[src/common/lvd_cfg.svh]
`ifndef LVD_CFG_SVH
`define LVD_CFG_SVH

// =====================================================================
// Register map, byte addresses on the register bus.
`define LVD_ADR_W          5
`define LVD_ADR_CTRL       5'h00
`define LVD_ADR_LEVEL      5'h04
`define LVD_ADR_IRQ        5'h08
`define LVD_ADR_MASK       5'h0c
`define LVD_ADR_CAUSE      5'h10

// =====================================================================
// Field positions.
`define LVD_BIT_EN         7
`define LVD_BIT_SRC        2
`define LVD_BIT_MODE       1
`define LVD_BIT_BELOW      0
`define LVD_LEVEL_MSB      3
`define LVD_BIT_IRQ        1
`define LVD_BIT_MASK       1
`define LVD_BIT_CAUSE      0
`define LVD_BIT_DS_OFF     0

// =====================================================================
// Reset values and zero fills.
`define LVD_LEVEL_DEFAULT  4'he
`define LVD_LEVEL_RESET    4'h0
`define LVD_BYTE_ZERO      8'h00
`define LVD_PAD_ZERO       24'h000000

// =====================================================================
// Timing, in microseconds and megahertz.
`define LVD_MIN_PULSE_US   200
`define LVD_CLK_MHZ        50

`endif

[src/common/lvd_pkg.sv]
`default_nettype none
package lvd_pkg;

	// One register byte as software sees it.
	typedef logic [7:0] lvd_byte_t;

	// Filter state: idle while detection is off, else the debounced side.
	typedef enum logic [1:0] {LVD_IDLE, LVD_ABOVE, LVD_BELOW} lvd_filt_state_t;

endpackage
`default_nettype wire

[src/common/lvd_det_if.sv]
`timescale 1ns/1ps
`default_nettype none
// Carries the comparator level into the filter and the debounced result back.
interface lvd_det_if;
	logic enable;
	logic raw_below;
	logic below;
	logic changed;

	modport ctrl (output enable, output raw_below, input below, input changed);
	modport filt (input enable, input raw_below, output below, output changed);
endinterface
`default_nettype wire

[src/verilog/lvd_ctrl.sv]
// Design decisions made here: the register addresses and register access over Wishbone.
`timescale 1ns/1ps
`default_nettype none
`include "lvd_cfg.svh"

// What this block does
// RULE1: Software masks the interrupt before enabling.
// RULE2: Control bit 2 picks supply or pin.
// RULE3: Control bit 1 picks interrupt or reset.
// RULE4: Level register bits 3..0 set threshold.
// RULE5: Control bit 7 enables detection.
// RULE6: Software waits 410 us after enabling.
// RULE7: Crossings must last 200 us to count.
// RULE8: Control bit 0 shows below-threshold level.
// RULE9: Software enables, clears request, then unmasks.
// RULE10: Request flag bit 1, software may clear.
// RULE11: Stop by writing zero or clearing bits.
// RULE12: Disabling while below raises a request.
// RULE13: Every reset sets the interrupt mask.
// RULE14: Default start loads enable, level 0eh, reset.
// RULE15: Default start when strap bit 0 low.
// RULE16: Any reset re-enables under default start.
// RULE17: Threshold change may raise a request.
// RULE18: Reset cause may read set at power-on.
// RULE19: Software leaves reset mode before unmasking.
// RULE20: Interrupt mode requests on both crossings.
// RULE21: Reset mode holds reset while below.
// RULE22: Comparator passes two flip-flops first.
module lvd_ctrl
#(
	parameter int unsigned MIN_PULSE_CYC = `LVD_MIN_PULSE_US * `LVD_CLK_MHZ
)
(
	input  wire logic                  CORE_CLK,
	input  wire logic                  RST_N,
	input  wire logic                  WB_CYC_I,
	input  wire logic                  WB_STB_I,
	input  wire logic                  WB_WE_I,
	input  wire logic [`LVD_ADR_W-1:0] WB_ADR_I,
	input  wire logic [3:0]            WB_SEL_I,
	input  wire logic [31:0]           WB_DAT_I,
	output logic      [31:0]           WB_DAT_O,
	output logic                       WB_ACK_O,
	input  wire logic                  CMP_SUPPLY_BELOW,
	input  wire logic                  CMP_EXT_BELOW,
	input  wire logic                  DEFAULT_START_DISABLE,
	output logic                       DETECT_ENABLE,
	output logic                       SOURCE_SELECT,
	output logic      [3:0]            LEVEL_CODE,
	output logic                       DETECT_IRQ,
	output logic                       LV_RESET_REQ
);

	// =================================================================
	// Declarations
	logic                en_r;
	logic                src_r;
	logic                mode_r;
	logic [3:0]          level_r;
	logic                irq_req_r;
	logic                irq_req_nxt;
	logic                mask_r;
	logic                cause_r;
	logic                irq_out_r;
	logic                rst_req_r;
	logic                ack_r;
	logic [31:0]         rdata_r;
	logic                ds_sync1_r;
	logic                ds_sync2_r;
	logic                req;
	logic                take;
	logic                wr_lane;
	logic                wr_ctrl;
	logic                wr_level;
	logic                wr_irq;
	logic                wr_mask;
	logic                rd_cause;
	logic                evt;
	logic                wr_src;
	logic [3:0]          wr_lvl;
	lvd_pkg::lvd_byte_t  wdat;
	lvd_pkg::lvd_byte_t  rd_byte;

	lvd_det_if det ();

	// Address match, used by every register decode.
	function automatic logic lvd_hit(
		input logic [`LVD_ADR_W-1:0] adr,
		input logic [`LVD_ADR_W-1:0] off
	);
		lvd_hit = adr == off;
	endfunction

	// =================================================================
	// Strap synchroniser
	// The default-start strap comes from the configuration store, not
	// this clock, so it is retimed before any reset branch looks at it.
	always_ff @(posedge CORE_CLK)
	begin
		ds_sync1_r <= DEFAULT_START_DISABLE;
		ds_sync2_r <= ds_sync1_r;
	end

	// =================================================================
	// Bus decode
	// A write lands at the edge where the master sees ack, never before.
	assign req      = WB_CYC_I && WB_STB_I;
	assign take     = req && ack_r;
	assign wdat     = WB_DAT_I[7:0];
	assign wr_lane  = take && WB_WE_I && WB_SEL_I[0];
	assign wr_ctrl  = wr_lane && lvd_hit(WB_ADR_I, `LVD_ADR_CTRL);
	assign wr_level = wr_lane && lvd_hit(WB_ADR_I, `LVD_ADR_LEVEL);
	assign wr_irq   = wr_lane && lvd_hit(WB_ADR_I, `LVD_ADR_IRQ);
	assign wr_mask  = wr_lane && lvd_hit(WB_ADR_I, `LVD_ADR_MASK);
	assign rd_cause = take && !WB_WE_I && lvd_hit(WB_ADR_I, `LVD_ADR_CAUSE);
	assign wr_src   = wdat[`LVD_BIT_SRC];
	assign wr_lvl   = wdat[`LVD_LEVEL_MSB:0];

	// Single-cycle ack: one wait state, dropped the cycle after it.
	always_ff @(posedge CORE_CLK)
	begin
		if (!RST_N)
			ack_r <= 1'b0;
		else
			ack_r <= req && !ack_r;
	end

	// Read multiplexer; unmapped addresses and reserved bits read zero.
	always_comb
	begin
		rd_byte = `LVD_BYTE_ZERO;
		if (lvd_hit(WB_ADR_I, `LVD_ADR_CTRL))
		begin
			rd_byte[`LVD_BIT_EN]    = en_r;
			rd_byte[`LVD_BIT_SRC]   = src_r;
			rd_byte[`LVD_BIT_MODE]  = mode_r;
			rd_byte[`LVD_BIT_BELOW] = det.below; // RULE8
		end
		else if (lvd_hit(WB_ADR_I, `LVD_ADR_LEVEL))
			rd_byte[`LVD_LEVEL_MSB:0] = level_r;
		else if (lvd_hit(WB_ADR_I, `LVD_ADR_IRQ))
			rd_byte[`LVD_BIT_IRQ] = irq_req_r;
		else if (lvd_hit(WB_ADR_I, `LVD_ADR_MASK))
			rd_byte[`LVD_BIT_MASK] = mask_r;
		else if (lvd_hit(WB_ADR_I, `LVD_ADR_CAUSE))
			rd_byte[`LVD_BIT_CAUSE] = cause_r;
	end

	// Read data is captured in the cycle before ack and held with it.
	always_ff @(posedge CORE_CLK)
	begin
		if (!RST_N)
			rdata_r <= '0;
		else if (req && !ack_r)
			rdata_r <= {`LVD_PAD_ZERO, rd_byte};
	end

	// =================================================================
	// Detector control
	// Under default start every reset, whatever its cause, re-arms the
	// detector in reset mode at once; there is no stabilisation wait.
	always_ff @(posedge CORE_CLK)
	begin
		if (!RST_N)
		begin
			if (!ds_sync2_r) // RULE15
			begin
				en_r    <= 1'b1; // RULE14 RULE16
				src_r   <= 1'b0;
				mode_r  <= 1'b1;
				level_r <= `LVD_LEVEL_DEFAULT;
			end
			else
			begin
				en_r    <= 1'b0;
				src_r   <= 1'b0;
				mode_r  <= 1'b0;
				level_r <= `LVD_LEVEL_RESET;
			end
		end
		else
		begin
			if (wr_ctrl) // RULE11
			begin
				en_r   <= wdat[`LVD_BIT_EN]; // RULE5
				src_r  <= wr_src; // RULE2
				mode_r <= wdat[`LVD_BIT_MODE]; // RULE3
			end
			if (wr_level)
				level_r <= wr_lvl; // RULE4
		end
	end

	// The comparator pair is muxed before the filter's synchroniser.
	assign det.enable    = en_r;
	assign det.raw_below = src_r ? CMP_EXT_BELOW : CMP_SUPPLY_BELOW; // RULE2

	lvd_filter #(
		.MIN_PULSE_CYC (MIN_PULSE_CYC)
	) u_filter (
		.clk   (CORE_CLK),
		.rst_n (RST_N),
		.det   (det)
	);

	// =================================================================
	// Interrupt request
	// Events: a filtered crossing in interrupt mode, switching off while
	// below, or moving the threshold while running. A new event beats a
	// clearing write in the same cycle so no crossing is lost.
	assign evt = (det.changed && en_r && !mode_r) // RULE20
		|| (wr_ctrl && !wdat[`LVD_BIT_EN] && en_r && det.below) // RULE12
		|| (wr_level && en_r && wr_lvl != level_r); // RULE17

	always_comb
	begin
		irq_req_nxt = irq_req_r;
		if (wr_irq)
			irq_req_nxt = wdat[`LVD_BIT_IRQ]; // RULE10
		if (evt)
			irq_req_nxt = 1'b1;
	end

	always_ff @(posedge CORE_CLK)
	begin
		if (!RST_N)
			irq_req_r <= 1'b0;
		else
			irq_req_r <= irq_req_nxt;
	end

	// Mask comes up set so start-up glitches stay hidden.
	always_ff @(posedge CORE_CLK)
	begin
		if (!RST_N)
			mask_r <= 1'b1; // RULE13
		else if (wr_mask)
			mask_r <= wdat[`LVD_BIT_MASK];
	end

	always_ff @(posedge CORE_CLK)
	begin
		if (!RST_N)
			irq_out_r <= 1'b0;
		else
			irq_out_r <= irq_req_r && !mask_r;
	end

	// =================================================================
	// Internal reset and its cause
	// Reset follows the filtered level, so it asserts and releases only
	// after a full-width crossing or a control write that changes the enable
	// or mode bit; the flag is only valid while enabled.
	always_ff @(posedge CORE_CLK)
	begin
		if (!RST_N)
			rst_req_r <= 1'b0;
		else
			rst_req_r <= en_r && mode_r && det.below; // RULE21 RULE3
	end

	// Cleared by reading; a new reset request wins over the read. Under
	// default start a slow supply ramp may already set it.
	always_ff @(posedge CORE_CLK)
	begin
		if (!RST_N)
			cause_r <= 1'b0;
		else if (rst_req_r)
			cause_r <= 1'b1; // RULE18
		else if (rd_cause)
			cause_r <= 1'b0;
	end

	// =================================================================
	// Outputs
	assign WB_ACK_O      = ack_r;
	assign WB_DAT_O      = rdata_r;
	assign DETECT_ENABLE = en_r;
	assign SOURCE_SELECT = src_r;
	assign LEVEL_CODE    = level_r;
	assign DETECT_IRQ    = irq_out_r;
	assign LV_RESET_REQ  = rst_req_r;
endmodule
`default_nettype wire

[src/verilog/lvd_filter.sv]
`timescale 1ns/1ps
`default_nettype none
module lvd_filter
#(
	parameter int unsigned MIN_PULSE_CYC = 10000
)
(
	input  wire logic clk,
	input  wire logic rst_n,
	lvd_det_if.filt   det
);

	localparam int unsigned CNT_W = $clog2(MIN_PULSE_CYC + 1);
	localparam logic [CNT_W-1:0] CNT_LAST = CNT_W'(MIN_PULSE_CYC - 1);

	logic                    sync1_r;
	logic                    sync2_r;
	lvd_pkg::lvd_filt_state_t state_r;
	logic [CNT_W-1:0]        cnt_r;
	logic                    changed_r;
	logic                    differs;

	// =================================================================
	// Synchroniser
	// The comparator is asynchronous; only the second stage is read.
	always_ff @(posedge clk)
	begin
		sync1_r <= det.raw_below; // RULE22
		sync2_r <= sync1_r;
	end

	assign differs = sync2_r != (state_r == lvd_pkg::LVD_BELOW);

	// =================================================================
	// Pulse-width filter
	// A crossing must hold for the full count; any bounce restarts it.
	always_ff @(posedge clk)
	begin
		if (!rst_n)
		begin
			state_r   <= lvd_pkg::LVD_IDLE;
			cnt_r     <= '0;
			changed_r <= 1'b0;
		end
		else
		begin
			changed_r <= 1'b0;
			case (state_r)
				lvd_pkg::LVD_IDLE:
				begin
					cnt_r <= '0;
					if (det.enable)
						state_r <= lvd_pkg::LVD_ABOVE;
				end
				lvd_pkg::LVD_ABOVE, lvd_pkg::LVD_BELOW:
				begin
					if (!det.enable)
					begin
						state_r <= lvd_pkg::LVD_IDLE;
						cnt_r   <= '0;
					end
					else if (differs && cnt_r == CNT_LAST) // RULE7
					begin
						state_r   <= (state_r == lvd_pkg::LVD_BELOW) ?
							lvd_pkg::LVD_ABOVE : lvd_pkg::LVD_BELOW;
						cnt_r     <= '0;
						changed_r <= 1'b1;
					end
					else if (differs)
						cnt_r <= cnt_r + 1'b1;
					else
						cnt_r <= '0;
				end
				default:
				begin
					state_r <= lvd_pkg::LVD_IDLE;
					cnt_r   <= '0;
				end
			endcase
		end
	end

	assign det.below   = state_r == lvd_pkg::LVD_BELOW;
	assign det.changed = changed_r;
endmodule
`default_nettype wire
[config.mk]
export PLATFORM = sky130hd
export DESIGN_NAME = lvd_ctrl
export DESIGN_NICKNAME = d
export VERILOG_FILES = /design/src/common/lvd_pkg.sv /design/src/common/lvd_det_if.sv /design/src/verilog/lvd_ctrl.sv /design/src/verilog/lvd_filter.sv
export VERILOG_INCLUDE_DIRS = /design/src /design/src/common
export SDC_FILE = /design/constraint.sdc
export NUM_CORES = 1
export LEC_CHECK = 0
export ABC_AREA = 0
export BUFFER_PORTS_ARGS = -buffer_cell sky130_fd_sc_hd__buf_2
export CORE_MARGIN = 5
export CORE_UTILIZATION = 47
export CTS_CLUSTER_DIAMETER = 100
export DETAILED_ROUTE_END_ITERATION = 10
export HOLD_SLACK_MARGIN = 0.03
export PLACE_DENSITY_LB_ADDON = 0.08
export SETUP_SLACK_MARGIN = 0.15
export SLEW_MARGIN = 25
export SYNTH_ARGS = -nofsm -noshare
export SYNTH_HDL_FRONTEND = slang
export SYNTH_HIERARCHICAL = 1
export SYNTH_SLANG_ARGS = --single-unit
export TNS_END_PERCENT = 30
[constraint.sdc]
create_clock -name CORE_CLK -period 2.15 [get_ports CORE_CLK]
set_clock_uncertainty 0.05 [all_clocks]
set_input_delay 0.1075 -clock CORE_CLK [delete_from_list [all_inputs] [get_ports CORE_CLK]]
set_output_delay 0.1075 -clock CORE_CLK [all_outputs]
set_load 0.02 [all_outputs]
Word level (Yosys, flattened, before mapping)

Cells that the tools add are included.

Bits in writable memories: 0
Bits in latches: 0
Memories: 0
Input bits: 49
Register bits after elaboration: 39
Logic and storage cells: 102
Bits in read-only memories: 0

Mux-type cells: 29
Reductions and logical operators: 37
Eq/ne operators: 13
Div/mod/pow operators: 0
Bitwise operators: 4
Add/subtract/negate cells: 1
Multipliers: 0
$lt $le $gt $ge: 0
Shift-type cells: 0

Operators with widths:

| kind                  | count |
|---|---|
| $logic_and 1x1->1     | 22 |
| $mux 1                | 18 |
| $add 14x1->14 const B | 1 |
| $eq 14x14->1 const B  | 1 |
| $mux 2                | 6 |
| $mux 4                | 3 |
| $eq 5x4->1 const B    | 2 |
| $eq 5x3->1 const B    | 1 |
| $eq 5x5->1 const B    | 1 |
| $logic_not 1->1       | 5 |
| $logic_not 5->1       | 1 |
| $reduce_or 5->1       | 1 |
| $ne 2x1->1 const B    | 2 |
| $ne 4x4->1            | 1 |
| $not 1->1             | 4 |
| $pmux 2 s2            | 1 |
| $reduce_bool 2->1     | 2 |
| $mux 3                | 1 |
| $ne 3x2->1 const B    | 1 |
| $reduce_and 3->1      | 1 |
| $eq 2x1->1 const B    | 1 |
| $eq 2x2->1 const B    | 1 |
| $logic_not 2->1       | 1 |
| $logic_or 1x1->1      | 2 |
| 4 further kinds       | 4 |

Depth between registers and ports, before layout

Gate-level depths: netlist (run 1).

Depth after elaboration: 11
Gate-level depth with buffers: 7
Gate-level depth less buffers: 6

Cells and area by module

The synthesis (run 1) kept the hierarchy.

Modules (own cells, without submodules):

| module     | instances | sequential area each (sq um) | cells each | area each (sq um) |
|---|---|---|---|---|
| lvd_ctrl   | 1         | 460.4                        | 130        | 1,146.1 |
| lvd_filter | 1         | 380.4                        | 95         | 863.3 |

Least setup slack after synthesis (run 1)

No wires, ideal clock.

Kind: register to register
Start: register u_filter.cnt_r[11]
End: register u_filter.state_r[1]
Clock period less this slack: 1.763 ns
Data required time: 2.026 ns
Buffers on the path: 0
Slack: 0.387 ns
Stages on the path, launching flop included: 5
Arrival time: 1.639 ns
Path through: dfxtp_1 -> or4b_1 -> nand4bb_4 -> or4_1 -> a31oi_1

Cells in the longest elaborated chain, start to end: 4

RTL lines:

| item                       | line             | text |
|---|---|---|
| start, declared            | lvd_filter.sv:19 | `logic [CNT_W-1:0] cnt_r;` |
| start signal, assigned     | lvd_filter.sv:70 | `cnt_r <= cnt_r + 1'b1;` |
| $eq 14x14->1               | lvd_filter.sv:62 | `else if (differs && cnt_r == CNT_LAST)` |
| $logic_and 1x1->1          | lvd_filter.sv:62 |  |
| $ne 3x2->1 (no line)       | -                |  |
| $reduce_and 2->1 (no line) | -                |  |
| end signal, assigned       | lvd_filter.sv:59 | `state_r <= lvd_pkg::LVD_IDLE;` |
| end signal, assigned       | lvd_filter.sv:64 | `state_r <= (state_r == lvd_pkg::LVD_BELOW) ?` |
| end signal, assigned       | lvd_filter.sv:76 | `state_r <= lvd_pkg::LVD_IDLE;` |
| end, declared              | lvd_filter.sv:18 | `lvd_pkg::lvd_filt_state_t state_r;` |

No other way between the ends.
A chain may end at the register's enable or synchronous reset.

Final worst setup path (run 1)

Ends and elaborated chain as after synthesis.

==> results of run 1 <==
cells in the mapped netlist (6+ instances only):
| cell type | n |
|---|---|
| xnor2_1 | 10 |
| o21ai_0 | 8 |
| inv_1 | 12 |
| nand3_1 | 9 |
| nand4_1 | 7 |
| nor2_1 | 22 |
| nor3_1 | 8 |
| edfxtp_1 | 6 |
| dfxtp_1 | 33 |
| buf_4 | 27 |
| nand2_1 | 21 |
| xor2_1 | 7 |
| a21oi_1 | 6 |
sequential cells by signal (all words and copies together), names as in the netlist, 2 cells and up:
register	count
u_filter/cnt_r	14
u_filter/state_r	2
LEVEL_CODE	4
WB_DAT_O	5
how the worst max path moves through the flow:
stage                                to          startpoint
CTS                 u_filter/state_r[1]  u_filter/cnt_r[11]
detailed placement  u_filter/state_r[1]  u_filter/cnt_r[11]
floorplan           u_filter/state_r[1]  u_filter/cnt_r[11]
finish              u_filter/state_r[1]  u_filter/cnt_r[11]
global route         u_filter/cnt_r[13]   u_filter/cnt_r[0]
global placement    u_filter/state_r[1]  u_filter/cnt_r[11]
power breakdown:
| part | leakage [nW] | total [mW] | switching (mW) | internal [mW] |
|---|---|---|---|---|
| logic | 0.507 | 0.184 | 0.124 | 0.0597 |
| registers | 0.326 | 0.779 | 0.0175 | 0.761 |
| clock network | 0.0402 | 0.494 | 0.269 | 0.226 |
cells by family (layout without fill, tap and decap cells):
family | after synthesis | after routing
AO/OA/AOI/OAI | 25 | 25
XOR/XNOR | 17 | 17
adder cells (fa/ha/maj) | 4 | 4
buffers and inverters | 44 | 57
flip-flops | 39 | 39
multiplexers | 6 | 6
other | 1 | 27
AND/OR/NAND/NOR | 89 | 89
tightest hold or removal path, delay by kind of cell:
| kind | cells | cell delay, ns |
|---|---|---|
| simple gates | 1 | 0.07 |
| buf+inv | 1 | 0.12 |
| compound gates | 1 | 0.05 |
layer usage:
metal  vias to the layer above  part of all wire [%]  track usage, %  wire length (µm)
met4                         0                   1.8            6.99                70
met1                       652                    45            18.7              1770
met5                         -                     0               0                 0
met3                         8                   7.7            4.09               303
met2                        40                    45            25.2              1780
li1                        785                     -               -                 -
layout make-up:
cell class / count / area (µm²)
fill: 399 / 1850
timing repair buffer: 37 / 205
clock inverter: 3 / 20.0
tap: 50 / 62.6
sequential: 39 / 841
multi-input combinational: 168 / 998
clock buffer: 5 / 68.8
inverter: 12 / 45.0
timing repair:
action | CTS | global route
setup endpoints to repair | 0 | 0
resized for setup | 0 | 0
hold buffers | 3 | 0
endpoints found under the hold margin | 2 | 0
==> run_results.csv, run 1 <==
group,metric,value,unit
power_and_ir_drop,power.density,650,nW/µm²
clocking,clockRootBuffer,"clkbuf_8",
synth,synthMuxAreaShare,3.11,%
clocking,cts_num_sinks,39,
synth,synth_top_area_share,32.9,%
die,die_w,75.4,µm
routing,dr.pass1.iters,4,
synth,ys.flop_type,"dfxtp_1",
synth,synth-xor-area-share,7.41,%
layout,layout.cells.most_common,"dfxtp_1",
power_and_ir_drop,total_power,1.46,mW
global_route,gr-total-overflow,0,
die,die_y,75.4,µm
layout,fin_cells,314,
layout,n_antenna_cell,0,
synth,ys_seq_area_share,41.8,%
global_route,track_usage,15.3,%
clocking,cts_buffers,5,
setup_path,worst-path-stages,4,
routing,vias_per_cell,4.73,
die,core,4090,µm²
power_and_ir_drop,leakagePower,0.873,nW
routing,vias,1485,
placement,port_buffers,32,
layout,final_cell_mix,"dfxtp_1 (33), buf_2 (32), conb_1 (27), nor2_1 (22), nand2_1 (21)",
timing,slew_headroom,64.5,%
timing,final-hold-violation-count,0,
timing,rsz0062_at_grt,"no",
worst_hold_path,hold_end,"SOURCE_SELECT",
timing,clock.fmax,0.544,GHz
timing,report.final.setup_viol,0,
layout,drive_above_1_share,18.6,%
clocking,clock_latency,0.30,ns
synth,yosysUniqueCellTypes,39,
synth,synth-seq-cells,39,
setup_path,cp_data_arrival_time,2.02,ns
placement,dp.cells,303,
setup_path,cp_top_family,"simple AND/OR/NAND/NOR gates",
synth,synth_top_area_cell,"dfxtp_1",
clocking,htree_levels,2,
synth,synthCells,225,
worst_hold_path,whs_path_depth,3,
placement,pre_cts_slack,0.317,ns
setup_path,slowest_delay,0.52,ns
setup_path,worstPathCellList,"or4b_1 -> nand4bb_4 -> or4_1 -> a31oi_1",
routing,ant_nets,0,
timing,worstMarginPinSlew,0.533,ns
layout,postLayoutCellArea,2240,µm²
synth,synth-simple-area-share,24.2,%
timing,min_period_over_period,85.5,%
setup_path,r2r_slack,0.31,ns
setup_path,path_class,"reg2reg",
worst_hold_path,hold_class,"in2reg",
synth,synth_compound_area_share,7.41,%
clocking,cts_buffer_depth,2,
setup_path,cp_num_buf_inv,0,
synth,yosys_warnings,6,
synth,postSynth.asyncResetShare,0,%
timing,period_needed,1.84,ns
timing,final.setup.worst_slack,0.312,ns
setup_path,cp_max_fo,5,
clocking,post-cts-setup-buffers,0,
clocking,cts_tree,"built",
global_route,grt_pass1_wl,6490,µm
die,start_util,49.2,%
layout,layout.nets,316,
layout,area_delta_synth_final,11.5,%
placement,hpwl,2960,µm
worst_hold_path,holdCritStartpoint,"WB_DAT_I[2]",
setup_path,crit_path_end_kind,"register",
placement,placed_cell_area,2120,µm²
die,die_area,5680,µm²
setup_path,worst_path_max_delay_cell,"or4b_1",
run,cap_violations,0,
run_status,status,"finished clean",
routing,drtIter0Drc,78,
die,rows,23,
timing,fin_setup_tns,0,ns
timing,holdWs,0.0445,ns
global_route,grt_max_degree,24,
synth,synth.area.top_cells,"dfxtp_1 (33%), buf_4 (10%), edfxtp_1 (9.0%), xnor2_1 (4.4%), nor2_1 (4.1%)",
synth,syn_avg_cell_area,8.93,µm²
power_and_ir_drop,vdd_drop_max,472,µV
synth,synth_fa_ha_area_share,2.49,%
setup_path,start_kind,"register",
routing,wl_per_cell,12.5,µm
timing,drv_slew,0,
setup_path,reg2reg_depth,4,
synth,netlist_area,2010,µm²
setup_path,r2r_start,"u_filter/cnt_r[11]",
routing,drcViolationCount,0,
global_route,antenna_found_initial,0,
global_route,grt_pass1_vias,1413,
setup_path,crit_required,2.33,ns
die,num_io_pins,90,
synth,synth_edf_count,6,
placement,gp_congestion,0.818,
setup_path,r2r_end,"u_filter/state_r[1]",
routing,routed_wl,3920,µm
clocking,path_clk_slew,0.08,ns
layout,finish.utilization,54.8,%
synth,synth_top_family_by_area,"simple AND/OR/NAND/NOR gates",
(Power assumes the default switching activity.)
==> run 2, diff against run 1 <==
Settings changed: ABC_AREA 0 to 1, CORE_UTILIZATION 47 to 48.
==> run_results.csv, run 2 <==
group,metric,value,unit
run_status,status,"finished clean",
layout,layout.cells.most_common,"nand2_1",
timing,min_period_over_period,81.6,%
placement,hpwl,3320,µm
setup_path,path_class,"reg2reg",
synth,ys_seq_area_share,37.9,%
timing,holdWs,0.0572,ns
global_route,grt_pass1_vias,1639,
worst_hold_path,holdCritStartpoint,"WB_DAT_I[2]",
global_route,grt_pass1_wl,7300,µm
routing,routed_wl,4280,µm
setup_path,reg2reg_depth,7,
die,start_util,50.3,%
synth,synth_compound_area_share,8.23,%
layout,regMostFlops,"u_filter/cnt_r",
layout,n_antenna_cell,0,
synth,synth-simple-area-share,31.3,%
worst_hold_path,hold_end,"SOURCE_SELECT",
synth,yosys-top-cells-count,"nand2_1 (64), inv_1 (44), dfxtp_1 (33), buf_4 (27), nor2_1 (25)",
clocking,cts_resized,0,
global_route,gr-total-overflow,0,
timing,clock.fmax,0.570,GHz
routing,vias,1824,
setup_path,worstPathCellList,"inv_1 -> ha_1 -> xnor2_1 -> nor2_2 -> nand2_2 -> nand4_4 -> nor3_1",
synth,synth_top_area_share,29.8,%
placement,dp.cells,382,
die,die_w,78,µm
layout,multi_input_area,1070,µm²
layout,drive_above_1_share,20.5,%
synth,postSynth.asyncResetShare,0,%
setup_path,crit_required,2.31,ns
routing,drtIter0Drc,84,
worst_hold_path,hold_class,"in2reg",
synth,synth.area.top_cells,"dfxtp_1 (30%), nand2_1 (11%), buf_4 (9.1%), edfxtp_1 (8.1%), inv_1 (7.4%)",
timing,final-hold-violation-count,0,
power_and_ir_drop,power.density,726,nW/µm²
setup_path,cp_num_buf_inv,1,
clocking,post-cts-setup-buffers,0,
worst_hold_path,whs_path_depth,3,
routing,drcViolationCount,0,
setup_path,start_kind,"register",
clocking,clockRootBuffer,"clkbuf_8",
die,die_y,78,µm
synth,ys.flop_type,"dfxtp_1",
layout,area_delta_synth_final,11.4,%
placement,port_buffers,32,
clocking,cts_num_sinks,39,
layout,layout.nets,393,
layout,largest_register_ffs,14,
timing,rsz0062_at_grt,"no",
placement,gp_congestion,0.829,
synth,yosys_warnings,6,
global_route,track_usage,14.5,%
synth,synth_top_family_by_area,"simple AND/OR/NAND/NOR gates",
synth,synthCells,299,
clocking,cts_buffers,5,
clocking,cts_tree,"built",
synth,synth_top_area_cell,"dfxtp_1",
synth,syn_avg_cell_area,7.42,µm²
setup_path,slowest_delay,0.37,ns
synth,synth-seq-cells,39,
setup_path,r2r_start,"u_filter/state_r[0]",
timing,fin_setup_tns,0,ns
setup_path,cp_data_arrival_time,1.92,ns
layout,fillers,449,
run,cap_violations,0,
setup_path,crit_path_end_kind,"register",
die,num_io_pins,90,
power_and_ir_drop,vdd_drop_max,401,µV
clocking,htree_levels,2,
routing,dr.pass1.iters,4,
die,rows,24,
die,core,4410,µm²
setup_path,worst_path_max_delay_cell,"dfxtp_1",
layout,final_cell_mix,"nand2_1 (64), inv_1 (44), dfxtp_1 (33), buf_2 (32), conb_1 (27)",
global_route,grt_max_degree,18,
clocking,cts_hold_buf,3,
synth,synth_fa_ha_area_share,2.25,%
routing,wl_per_cell,10.9,µm
layout,seqCellArea,841,µm²
global_route,antenna_found_initial,0,
synth,synthMuxAreaShare,0.507,%
synth,synth_edf_count,6,
timing,report.final.setup_viol,0,
die,die_area,6080,µm²
timing,drv_slew,0,
layout,fin_cells,393,
clocking,clock_latency,0.29,ns
setup_path,r2r_slack,0.40,ns
synth,synthMostInstantiatedCell,"nand2_1",
clocking,path_clk_slew,0.08,ns
clocking,cts_buffer_depth,2,
timing,period_needed,1.75,ns
power_and_ir_drop,leakagePower,1.12,nW
routing,ant_nets,0,
setup_path,r2r_end,"u_filter/cnt_r[2]",
setup_path,cp_top_family,"simple AND/OR/NAND/NOR gates",
routing,vias_per_cell,4.64,
synth,netlist_area,2220,µm²
setup_path,cp_max_fo,14,
synth,yosysUniqueCellTypes,35,
synth,synth-xor-area-share,1.58,%
## run 2: kinds of logic (layout without fill, tap and decap cells)
family,Yosys count,after routing
muxes,1,1
DFF,39,39
buffers and inverters,75,91
AOI/OAI and AO/OA,31,31
adders and majority gates,4,4
xor gates and xnor gates,4,4
other,1,27
and+or+nand+nor,144,144
## run 2: metal layers
layer  vias to the layer above  share of wire (%)  global-route usage, %
met3                         5                8.5                   4.51
met2                        59                 43                   21.8
li1                        971                  -                      -
met1                       789                 47                   19.6
met4                         0                1.2                   5.07
met5                         -                  0                      0
## run 2: final cells by class
class,count,area share [%]
inverters,46,6.98
well taps,52,2.63
clock buffers,5,2.78
repair buffers,37,8.30
multi-input cells,211,43.4
clock inverters,3,1.87
flip-flops and latches,39,34.0
## run 2: worst max-delay path by stage
stage,to,cells past startpoint,start
after global routing,u_filter/cnt_r[4],7,u_filter/state_r[0]
after floorplan,LEVEL_CODE[0],4,WB_ACK_O
final,u_filter/cnt_r[2],7,u_filter/state_r[0]
after detailed placement,u_filter/cnt_r[2],7,u_filter/state_r[0]
after global placement,u_filter/cnt_r[2],7,u_filter/state_r[0]
after CTS,u_filter/cnt_r[2],7,u_filter/state_r[0]
## run 2: power by group
| group | leakage, nW | switching (mW) | internal [mW] |
|---|---|---|---|
| Combinational | 0.738 | 0.241 | 0.123 |
| Sequential | 0.328 | 0.0299 | 0.782 |
| Clock | 0.0548 | 0.271 | 0.349 |
## run 2: stage by stage
step                setup slack, ns  util [%]  cell area, µm²  power (mW)
CTS                           0.361      56.0            2470        1.82
detailed placement            0.382      52.7            2330        1.19
floorplan                     0.610         -            2320        1.15
global route                  0.225      56.0            2470        1.91
global placement              0.428      52.7            2330        1.19
finish                        0.396      56.0            2470        1.80
## run 2: worst register-to-register path, delay by kind of cell (launching register included)
kind / cells / cell delay, ns
xor+xnor: 1 / 0.27
fa+ha+maj: 1 / 0.28
buf+inv: 1 / 0.07
flops: 1 / 0.37
simple gates: 4 / 0.65
